`config.mk`:
```
export PLATFORM = sky130hd
export DESIGN_NAME = bps_boot_select
export DESIGN_NICKNAME = d
export VERILOG_FILES = /design/src/hdl/bps_boot_select.v /design/src/hdl/bps_sig_check.v /design/src/hdl/bps_path_decode.v
export VERILOG_INCLUDE_DIRS = /design/src /design/src/common
export SDC_FILE = /design/constraint.sdc
export NUM_CORES = 1
export LEC_CHECK = 0
export ABC_CLOCK_PERIOD_IN_PS = 2080
export BUFFER_PORTS_ARGS = -buffer_cell sky130_fd_sc_hd__buf_2
export CAP_MARGIN = 20
export CORE_MARGIN = 2
export CORE_UTILIZATION = 57
export CTS_BUF_LIST = sky130_fd_sc_hd__clkbuf_8
export CTS_CLUSTER_DIAMETER = 80
export CTS_CLUSTER_SIZE = 30
export DETAILED_ROUTE_END_ITERATION = 8
export PLACE_DENSITY = 0.84
export SYNTH_ARGS = -nofsm -noshare
export SYNTH_HDL_FRONTEND = slang
export SYNTH_SLANG_ARGS = --single-unit
export TNS_END_PERCENT = 10
```
`constraint.sdc`:
```
create_clock -name aclk -period 2.08 [get_ports aclk]
set_input_delay 0.104 -clock aclk [delete_from_list [all_inputs] [get_ports aclk]]
set_output_delay 0.104 -clock aclk [all_outputs]
set_load 0.03 [all_outputs]
```
`src/common/bps_defines.vh`:
```
// shared constants of the boot path selector
`ifndef BPS_DEFINES_VH
`define BPS_DEFINES_VH
// memory locations
`define BPS_RAM_SIG_ADDR 17'h07FF9
`define BPS_FLASH_SIG_ADDR 17'h0FFF9
`define BPS_CARD_ID_ADDR 17'h07FD1
`define BPS_OS_ENTRY 16'h7FFB
`define BPS_FLASH_IMG_BASE 17'h08000
// signature markers
`define BPS_SIG_VALID 16'h5AA5
`define BPS_SIG_QUIT 16'h3CC3
// condition vector bit positions
`define BPS_C_QUIT 0
`define BPS_C_INTOK 1
`define BPS_C_EXTOK 2
`define BPS_C_CARD 3
`define BPS_C_FLASH 4
`define BPS_C_SCAN 5
`define BPS_C_NEWID 6
// boot paths
`define BPS_P_NONE 3'h0
`define BPS_P_MONITOR 3'h1
`define BPS_P_OS 3'h2
`define BPS_P_OS_PF 3'h3
`define BPS_P_CARD 3'h4
`define BPS_P_FLASH 3'h5
// register byte offsets
`define BPS_REG_CTRL 8'h00
`define BPS_REG_STATUS 8'h04
`define BPS_REG_COND 8'h08
`define BPS_REG_CARDID 8'h0C
`define BPS_REG_INTSIG 8'h10
// status field positions
`define BPS_ST_BUSY 0
`define BPS_ST_DONE 1
`define BPS_ST_PF 2
`define BPS_ST_PATH 4
`define BPS_ST_CMOD 8
`define BPS_ST_CPRES 9
`define BPS_ST_CFMT 10
`define BPS_ST_CFILE 11
// reset values
`define BPS_INTSIG_RESET 16'h5AA5
`define BPS_CTRL_RESET 2'h1
`endif

```
`src/hdl/bps_boot_select.v`:
```
// boot path selector top with memory sequencer and axi4-lite registers
`timescale 1ns/10ps
`include "bps_defines.vh"
module bps_boot_select #(
  parameter AW = 17,
  parameter CW = 16
) (
  // clock and reset
  input wire aclk,
  input wire aresetn,
  // startup trigger
  input wire wake,
  // byte memory port (ram, flash window selected by mem_flash)
  output reg mem_req,
  output reg mem_we,
  output reg mem_flash,
  output reg [AW-1:0] mem_addr,
  output reg [7:0] mem_wdata,
  input wire mem_ack,
  input wire [7:0] mem_rdata,
  // card module and button
  input wire card_module,
  input wire card_present,
  input wire card_format_ok,
  input wire card_boot_file,
  input wire [CW-1:0] card_id,
  input wire scan_button,
  // outcome
  output reg [2:0] boot_path,
  output reg [15:0] boot_entry,
  output reg power_fail,
  output reg boot_done,
  // axi4-lite slave
  input wire [7:0] s_axi_awaddr,
  input wire s_axi_awvalid,
  output wire s_axi_awready,
  input wire [31:0] s_axi_wdata,
  input wire [3:0] s_axi_wstrb,
  input wire s_axi_wvalid,
  output wire s_axi_wready,
  output reg [1:0] s_axi_bresp,
  output reg s_axi_bvalid,
  input wire s_axi_bready,
  input wire [7:0] s_axi_araddr,
  input wire s_axi_arvalid,
  output wire s_axi_arready,
  output reg [31:0] s_axi_rdata,
  output reg [1:0] s_axi_rresp,
  output reg s_axi_rvalid,
  input wire s_axi_rready
);
  // ****************************************
  // state and registers
  // ****************************************
  localparam S_IDLE = 4'd0;
  localparam S_RD = 4'd1;
  localparam S_EVAL = 4'd2;
  localparam S_DECIDE = 4'd3;
  localparam S_COPY_RD = 4'd4;
  localparam S_COPY_WR = 4'd5;
  localparam S_MARK = 4'd6;
  localparam S_ID_WR = 4'd7;
  localparam S_DONE = 4'd8;
  reg [3:0] state;
  reg [2:0] step;
  reg [15:0] ram_sig;
  reg [15:0] flash_sig;
  reg [15:0] stored_id;
  reg [6:0] cond;
  reg [7:0] copy_byte;
  reg [AW-1:0] copy_addr;
  reg mark_idx;
  reg id_idx;
  reg [1:0] ctrl;
  reg [15:0] int_sig;
  reg start_req;
  reg quit_seen;
  wire ram_valid;
  wire ram_quit;
  wire flash_valid;
  wire int_valid;
  wire [2:0] dec_path;
  reg eval_load;
  reg cmp_load;
  localparam [15:0] SIG_VALID = `BPS_SIG_VALID;
  // ****************************************
  // comparators and decoder
  // ****************************************
  bps_sig_check #(.W(16)) u_ram_ok (
    .aclk(aclk), .aresetn(aresetn), .load(cmp_load),
    .value(ram_sig), .marker(`BPS_SIG_VALID), .match(ram_valid)
  );
  bps_sig_check #(.W(16)) u_ram_quit (
    .aclk(aclk), .aresetn(aresetn), .load(cmp_load),
    .value(ram_sig), .marker(`BPS_SIG_QUIT), .match(ram_quit)
  );
  bps_sig_check #(.W(16)) u_flash_ok (
    .aclk(aclk), .aresetn(aresetn), .load(cmp_load),
    .value(flash_sig), .marker(`BPS_SIG_VALID), .match(flash_valid)
  );
  bps_sig_check #(.W(16)) u_int_ok (
    .aclk(aclk), .aresetn(aresetn), .load(cmp_load),
    .value(int_sig), .marker(`BPS_SIG_VALID), .match(int_valid)
  );
  bps_path_decode u_dec (
    .aclk(aclk), .aresetn(aresetn), .load(eval_load),
    .cond(cond), .path(dec_path)
  );
  wire card_ok = card_module & card_present & card_format_ok &
    card_boot_file;
  // ****************************************
  // startup sequencer
  // ****************************************
  always @(posedge aclk)
  begin
    if (!aresetn)
    begin
      state <= S_IDLE;
      step <= 3'd0;
      ram_sig <= 16'h0000;
      flash_sig <= 16'h0000;
      stored_id <= 16'h0000;
      cond <= 7'h00;
      copy_byte <= 8'h00;
      copy_addr <= {AW{1'b0}};
      mark_idx <= 1'b0;
      id_idx <= 1'b0;
      mem_req <= 1'b0;
      mem_we <= 1'b0;
      mem_flash <= 1'b0;
      mem_addr <= {AW{1'b0}};
      mem_wdata <= 8'h00;
      boot_path <= `BPS_P_NONE;
      boot_entry <= 16'h0000;
      power_fail <= 1'b0;
      boot_done <= 1'b0;
      eval_load <= 1'b0;
      cmp_load <= 1'b0;
      start_req <= 1'b1;
      quit_seen <= 1'b0;
    end
    else
    begin
      eval_load <= 1'b0;
      cmp_load <= 1'b0;
      if (wake)
        start_req <= 1'b1;
      case (state)
        S_IDLE:
        begin
          if (start_req || wake)
          begin
            start_req <= 1'b0;
            boot_done <= 1'b0;
            power_fail <= 1'b0;
            boot_entry <= 16'h0000;
            boot_path <= `BPS_P_NONE;
            step <= 3'd0;
            state <= S_RD;
          end
        end
        S_RD:
        begin
          // steps: ram sig hi/lo, flash sig hi/lo, stored id hi/lo
          if (!mem_req)
          begin
            mem_req <= 1'b1;
            mem_we <= 1'b0;
            mem_flash <= (step[2:1] == 2'd1);
            case (step[2:1])
              2'd0: mem_addr <= `BPS_RAM_SIG_ADDR + {16'h0000, step[0]};
              2'd1: mem_addr <= `BPS_FLASH_SIG_ADDR + {16'h0000, step[0]};
              default: mem_addr <= `BPS_CARD_ID_ADDR + {16'h0000, step[0]};
            endcase
          end
          else if (mem_ack)
          begin
            mem_req <= 1'b0;
            case (step)
              3'd0: ram_sig[15:8] <= mem_rdata;
              3'd1: ram_sig[7:0] <= mem_rdata;
              3'd2: flash_sig[15:8] <= mem_rdata;
              3'd3: flash_sig[7:0] <= mem_rdata;
              3'd4: stored_id[15:8] <= mem_rdata;
              default: stored_id[7:0] <= mem_rdata;
            endcase
            if (step == 3'd5)
            begin
              cmp_load <= 1'b1;
              state <= S_EVAL;
            end
            else
              step <= step + 3'd1;
          end
        end
        S_EVAL:
        begin
          // comparators settle this cycle
          if (!cmp_load)
          begin
            cond[`BPS_C_QUIT] <= ram_quit;
            cond[`BPS_C_INTOK] <= int_valid & ~ram_quit;
            cond[`BPS_C_EXTOK] <= ram_valid;
            cond[`BPS_C_CARD] <= card_ok & ~ram_quit;
            cond[`BPS_C_FLASH] <= flash_valid & ~ram_quit;
            cond[`BPS_C_SCAN] <= scan_button & ~ram_quit;
            cond[`BPS_C_NEWID] <= card_present & ~ram_quit &
              (card_id != stored_id);
            quit_seen <= ram_quit;
            eval_load <= 1'b1;
            state <= S_DECIDE;
          end
        end
        S_DECIDE:
        begin
          if (!eval_load)
          begin
            boot_path <= dec_path;
            copy_addr <= {AW{1'b0}};
            step <= 3'd0;
            case (dec_path)
              `BPS_P_OS_PF:
              begin
                power_fail <= 1'b1;
                boot_entry <= `BPS_OS_ENTRY;
                state <= S_DONE;
              end
              `BPS_P_OS:
              begin
                boot_entry <= `BPS_OS_ENTRY;
                state <= S_DONE;
              end
              `BPS_P_FLASH:
                state <= S_COPY_RD;
              `BPS_P_CARD:
              begin
                id_idx <= 1'b0;
                state <= S_ID_WR;
              end
              default:
              begin
                boot_entry <= 16'h0000;
                state <= S_DONE;
              end
            endcase
          end
        end
        S_COPY_RD:
        begin
          // flash bank 0 image below the signature pair into ram bank 0
          if (!mem_req)
          begin
            mem_req <= 1'b1;
            mem_we <= 1'b0;
            mem_flash <= 1'b1;
            mem_addr <= copy_addr | `BPS_FLASH_IMG_BASE;
          end
          else if (mem_ack)
          begin
            mem_req <= 1'b0;
            copy_byte <= mem_rdata;
            state <= S_COPY_WR;
          end
        end
        S_COPY_WR:
        begin
          if (!mem_req)
          begin
            mem_req <= 1'b1;
            mem_we <= 1'b1;
            mem_flash <= 1'b0;
            mem_addr <= copy_addr;
            mem_wdata <= copy_byte;
          end
          else if (mem_ack)
          begin
            mem_req <= 1'b0;
            mem_we <= 1'b0;
            if (copy_addr == `BPS_RAM_SIG_ADDR - 17'h00001)
            begin
              mark_idx <= 1'b0;
              state <= S_MARK;
            end
            else
            begin
              copy_addr <= copy_addr + 17'h00001;
              state <= S_COPY_RD;
            end
          end
        end
        S_MARK:
        begin
          // valid marker after the copy
          if (!mem_req)
          begin
            mem_req <= 1'b1;
            mem_we <= 1'b1;
            mem_flash <= 1'b0;
            mem_addr <= `BPS_RAM_SIG_ADDR + {16'h0000, mark_idx};
            mem_wdata <= mark_idx ? SIG_VALID[7:0] :
              SIG_VALID[15:8];
          end
          else if (mem_ack)
          begin
            mem_req <= 1'b0;
            mem_we <= 1'b0;
            if (mark_idx)
            begin
              boot_entry <= `BPS_OS_ENTRY;
              state <= S_DONE;
            end
            else
              mark_idx <= 1'b1;
          end
        end
        S_ID_WR:
        begin
          if (!mem_req)
          begin
            mem_req <= 1'b1;
            mem_we <= 1'b1;
            mem_flash <= 1'b0;
            mem_addr <= `BPS_CARD_ID_ADDR + {16'h0000, id_idx};
            mem_wdata <= id_idx ? card_id[7:0] : card_id[15:8];
          end
          else if (mem_ack)
          begin
            mem_req <= 1'b0;
            mem_we <= 1'b0;
            stored_id <= card_id;
            if (id_idx)
              state <= S_DONE;
            else
              id_idx <= 1'b1;
          end
        end
        S_DONE:
        begin
          boot_done <= 1'b1;
          state <= S_IDLE;
        end
        default:
          state <= S_IDLE;
      endcase
    end
  end
  // ****************************************
  // axi4-lite slave
  // ****************************************
  reg aw_full;
  reg w_full;
  reg [7:0] aw_addr;
  reg [31:0] w_data;
  reg [3:0] w_strb;
  assign s_axi_awready = ~aw_full & ~s_axi_bvalid;
  assign s_axi_wready = ~w_full & ~s_axi_bvalid;
  assign s_axi_arready = ~s_axi_rvalid;
  always @(posedge aclk)
  begin
    if (!aresetn)
    begin
      aw_full <= 1'b0;
      w_full <= 1'b0;
      aw_addr <= 8'h00;
      w_data <= 32'h00000000;
      w_strb <= 4'h0;
      s_axi_bvalid <= 1'b0;
      s_axi_bresp <= 2'h0;
      ctrl <= `BPS_CTRL_RESET;
      int_sig <= `BPS_INTSIG_RESET;
    end
    else
    begin
      if (s_axi_awvalid && s_axi_awready)
      begin
        aw_full <= 1'b1;
        aw_addr <= s_axi_awaddr;
      end
      if (s_axi_wvalid && s_axi_wready)
      begin
        w_full <= 1'b1;
        w_data <= s_axi_wdata;
        w_strb <= s_axi_wstrb;
      end
      if (aw_full && w_full)
      begin
        aw_full <= 1'b0;
        w_full <= 1'b0;
        s_axi_bvalid <= 1'b1;
        s_axi_bresp <= 2'h0;
        case (aw_addr)
          `BPS_REG_CTRL:
            if (w_strb[0])
              ctrl <= w_data[1:0];
          `BPS_REG_INTSIG:
          begin
            if (w_strb[0])
              int_sig[7:0] <= w_data[7:0];
            if (w_strb[1])
              int_sig[15:8] <= w_data[15:8];
          end
          `BPS_REG_STATUS, `BPS_REG_COND, `BPS_REG_CARDID: ;
          default:
            s_axi_bresp <= 2'h2;
        endcase
      end
      else if (s_axi_bvalid && s_axi_bready)
        s_axi_bvalid <= 1'b0;
    end
  end
  always @(posedge aclk)
  begin
    if (!aresetn)
    begin
      s_axi_rvalid <= 1'b0;
      s_axi_rdata <= 32'h00000000;
      s_axi_rresp <= 2'h0;
    end
    else if (s_axi_arvalid && s_axi_arready)
    begin
      s_axi_rvalid <= 1'b1;
      s_axi_rresp <= 2'h0;
      case (s_axi_araddr)
        `BPS_REG_CTRL: s_axi_rdata <= {30'h0, ctrl};
        `BPS_REG_STATUS: s_axi_rdata <= {20'h0, card_boot_file,
          card_format_ok, card_present, card_module, 1'b0, boot_path,
          1'b0, power_fail, boot_done, (state != S_IDLE)};
        `BPS_REG_COND: s_axi_rdata <= {25'h0, cond};
        `BPS_REG_CARDID: s_axi_rdata <= {16'h0, stored_id};
        `BPS_REG_INTSIG: s_axi_rdata <= {16'h0, int_sig};
        default:
        begin
          s_axi_rdata <= 32'h00000000;
          s_axi_rresp <= 2'h2;
        end
      endcase
    end
    else if (s_axi_rvalid && s_axi_rready)
      s_axi_rvalid <= 1'b0;
  end
endmodule

```
`src/hdl/bps_sig_check.v`:
```
// signature pair comparator with registered result
`timescale 1ns/10ps
module bps_sig_check #(
  parameter W = 16
) (
  // clock and reset
  input wire aclk,
  input wire aresetn,
  // compare
  input wire load,
  input wire [W-1:0] value,
  input wire [W-1:0] marker,
  // result
  output reg match
);
  always @(posedge aclk)
  begin
    if (!aresetn)
      match <= 1'b0;
    else if (load)
      match <= (value == marker);
  end
endmodule

```
`src/hdl/bps_path_decode.v`:
```
// condition vector to boot path decoder
`timescale 1ns/10ps
`include "bps_defines.vh"
module bps_path_decode (
  // clock and reset
  input wire aclk,
  input wire aresetn,
  // decode
  input wire load,
  input wire [6:0] cond,
  // result
  output reg [2:0] path
);
  reg [2:0] next_path;
  always @*
  begin
    next_path = `BPS_P_MONITOR;
    if (cond[`BPS_C_QUIT])
      next_path = `BPS_P_MONITOR;
    else if (cond[`BPS_C_NEWID] && cond[`BPS_C_CARD])
      next_path = `BPS_P_CARD;
    else if (cond[`BPS_C_EXTOK] && !cond[`BPS_C_INTOK])
      next_path = `BPS_P_OS_PF;
    else if (cond[`BPS_C_EXTOK])
      next_path = `BPS_P_OS;
    else if (cond[`BPS_C_CARD])
      next_path = `BPS_P_CARD;
    else if (cond[`BPS_C_FLASH] && !cond[`BPS_C_SCAN])
      next_path = `BPS_P_FLASH;
    else if (cond[`BPS_C_FLASH])
      next_path = `BPS_P_MONITOR;
    else
      next_path = `BPS_P_MONITOR;
  end
  always @(posedge aclk)
  begin
    if (!aresetn)
      path <= `BPS_P_NONE;
    else if (load)
      path <= next_path;
  end
endmodule

```
==> reports/qor.txt <==
Clk buf depth - 2
# diodes - 0
Initial Util - 58.3%
Final wirelength - 25300 µm
1st-iter DRT viols - 728
Placed Area - 10200 µm²
Crit start category - flop
Fin crit period - 2040 ps
Main flop type after synthesis - dfxtp_1
RSZ-0062 raised after global routing - false
Relative slew slack - 53.6%
Core area - 15800 µm²
Final worst path period share - 98.0%
Setup CP Type - reg -> reg
Worst-path maximum fanout - 16
TritonCTS clock tree - yes
H-tree depth - 4
RePlAce Congestion - 0.856
Die width - 131 µm
Seq pwr share - 46.1%
TNS Setup - 0 ps
R2r setup slk - 40 ps
Dpl hpwl - 16900 µm
R2R Path End - stored_id[9]
Post-synthesis cell type count - 75
CP max-delay cell - or2_2
Port bufs - 141
Asr flop ratio synth - 0%
Top-area cell type share of the netlist area - 43.2%
Dominant cell type by area after synthesis - dfxtp_1
Top cells by area, synth - dfxtp_1 43%, mux2i_1 7.9%, nand2_1 6.3%
Worst reg2reg path depth - 6
Number of synthesized flops with an enable pin - 0
Final setup fails - 0
Drt pass-1 iters - 6
Inserted Clock Buffers - 17
Status - finished clean
Routed wire per std cell - 16.9 µm
Sw Share - 32.9%
Mapped Avg Cell Area - 8.54 µm²
Delay-heaviest family, CP - simple AND/OR/NAND/NOR gates
Most common cell after layout, fill and taps aside - dfxtp_1
Root Driver - clkbuf_8
CP arrival - 2410 ps
Die area - 17200 µm²
DRT antenna net count - 0
Final hold vios - 0
R2R Path Start - state[3]
Sequential area share after synthesis - 43.2%
Int Power - 6180 µW
Most frequent cells in the layout - 196 x dfxtp_1, 154 x nand2_1, 141 x buf_2, 129 x nor2_1, 73 x mux2i_1
Final layout net count - 1365
Initial antenna violation count - 0
I/O pin cnt - 180
Mapped Cells - 1081
Req. time, crit path - 2450 ps
Hold path start - mem_rdata[1]
Max Cap Viol - 0
Setup crit end kind - flop
Rows - 46
Via count - 8716
Final instance area - 11200 µm²
P_sw - 3030 µW
DRC violations left - 0
Leak Pwr - 0.00434 µW
Clock transition at path regs - 110 ps
Ys Warns - 0
Clk_skew - 13.1 ps
Vias in the first global route - 8323
Yosys reg bits - 199
Hold endpoint - ram_sig[9]
Logic pwr share - 25.7%
CP Cell Sequence - nand2b_1 > or2_2 > a21oi_2 > buf_12 > nor2_1 > a311oi_1
Clk pwr share - 28.2%
Max VDD drop - 0.000839 V
Synthesized cell area - 9230 µm²
Max Clk Rate - 0.491 GHz
Clock Latency Late Sink - 470 ps
Hold path depth - 3
All-Layer GR Usage - 28.6%
Die Y - 131 µm
First-pass GRT wire length - 40400 µm
Layout area overhead - 21.7%
GRT overflow - 0
TritonCTS sink count - 199
Actual slew at the worst max-slew pin - 694 ps
Layout cells sized above 1 - 19.8%
Critical path buffer and inverter count - 1
Fin. max-slew vios - 0
Cell area power density - 820 nW/µm²
Hold Crit Class - in -> reg
Drt via density - 5.83
Largest net degree at the start of global routing - 67
Crit path largest cell delay - 470 ps
## logic make-up after synthesis
kind of cell    share of synthesized area, %
buf+inv                                 6.73
flops                                   43.2
mux                                     8.28
other cells                           0.0406
compound gates                          14.2
fa+ha+maj                              0.949
simple gates                            23.7
xor+xnor                                2.94
## per-stage QoR
| step | total power, µW | setup slack (ps) | std cells | util [%] | hold slack, ps |
|---|---|---|---|---|---|
| after floorplan | 5790 | 119 | 1100 | - | 203 |
| after CTS | 9140 | 9.89 | 1495 | 70.7 | 6.23 |
| after global placement | 6480 | 115 | 1408 | 64.6 | 294 |
| after detailed placement | 6520 | 68.9 | 1408 | 64.6 | 294 |
| after global routing | 9600 | 0.243 | 1496 | 71.0 | 21.8 |
| final | 9210 | 42.2 | 1496 | 71.0 | 31.4 |
## worst max-delay path by stage
| stage | startpoint | to | depth (start not counted) |
|---|---|---|---|
| 2_1_floorplan | mem_req | copy_addr[15] | 7 |
| 4_1_cts | state[3] | stored_id[4] | 7 |
| 3_3_place_gp | aw_addr[0] | int_sig[14] | 6 |
| 5_1_grt | state[3] | state[0] | 5 |
| 3_5_place_dp | state[1] | ram_sig[13] | 7 |
| 6_report | state[3] | stored_id[9] | 6 |
## synthesized netlist by cell type (4+ instances only)
cell and count:
o21ai_0 45, and2_1 8, nor3b_1 5, and4b_1 5, nor3_1 35, buf_4 40, xnor2_1 30, nand3_1 28
a21oi_1 70, and3_1 5, a311oi_1 21, a221oi_1 7, inv_1 19, a32oi_1 4, nand2_1 154, nor4b_1 5
mux2i_1 73, a22o_1 4, or4_1 4, ha_1 7, a211oi_1 5, a22oi_1 16, nor2_1 129, clkbuf_1 43
nand4_1 9, nand2b_1 11, nor2b_1 7, nor4_1 11, o211ai_1 5, buf_2 10, dfxtp_1 199
## worst register-to-register path, cell delays in order, from the launching register on
cell and delay, ps:
dfxtp_1 440, nand2b_1 230, or2_2 470, a21oi_2 230
buf_12 170, nor2_1 70, a311oi_1 320
## layout make-up
type	count	area, µm²
fill	1162	4590
tap	216	270
clock buffer	17	234
inverter	21	81.3
multi-input combinational	783	4730
clock inverter	14	175
timing repair buffer	246	1760
sequential	199	3990
## power by group through the flow
stage	logic (µW)	clock network, µW	registers (µW)
6_report	2370	2600	4240
4_1_cts	2300	2610	4230
5_1_grt	2560	2760	4270
2_1_floorplan	1270	0	4520
3_5_place_dp	2210	0	4310
3_3_place_gp	2170	0	4310
## per-layer routing
layer	part of all wire (%)	global-route usage, %	vias to the layer above
met5	0	0	-
met4	3.8	13.2	0
met3	6.9	5.86	80
met2	48	47.9	394
met1	42	35.5	4124
li1	-	-	4118
## sequential cells by signal, indices dropped and copies added (netlist names), 8 cells and up
register     flops
ram_sig         16
mem_wdata        8
w_data          16
int_sig         16
copy_addr       17
s_axi_rdata     16
stored_id       16
mem_addr        17
aw_addr          8
flash_sig       16
copy_byte        8
## what timing repair did
item | CTS | global route
endpoints found under the setup margin | 0 | 38
resized for setup | 0 | 10
hold endpoints to repair | 77 | 0
setup buffers | 0 | 1
hold buffers | 56 | 0
(Power assumes the default switching activity.)
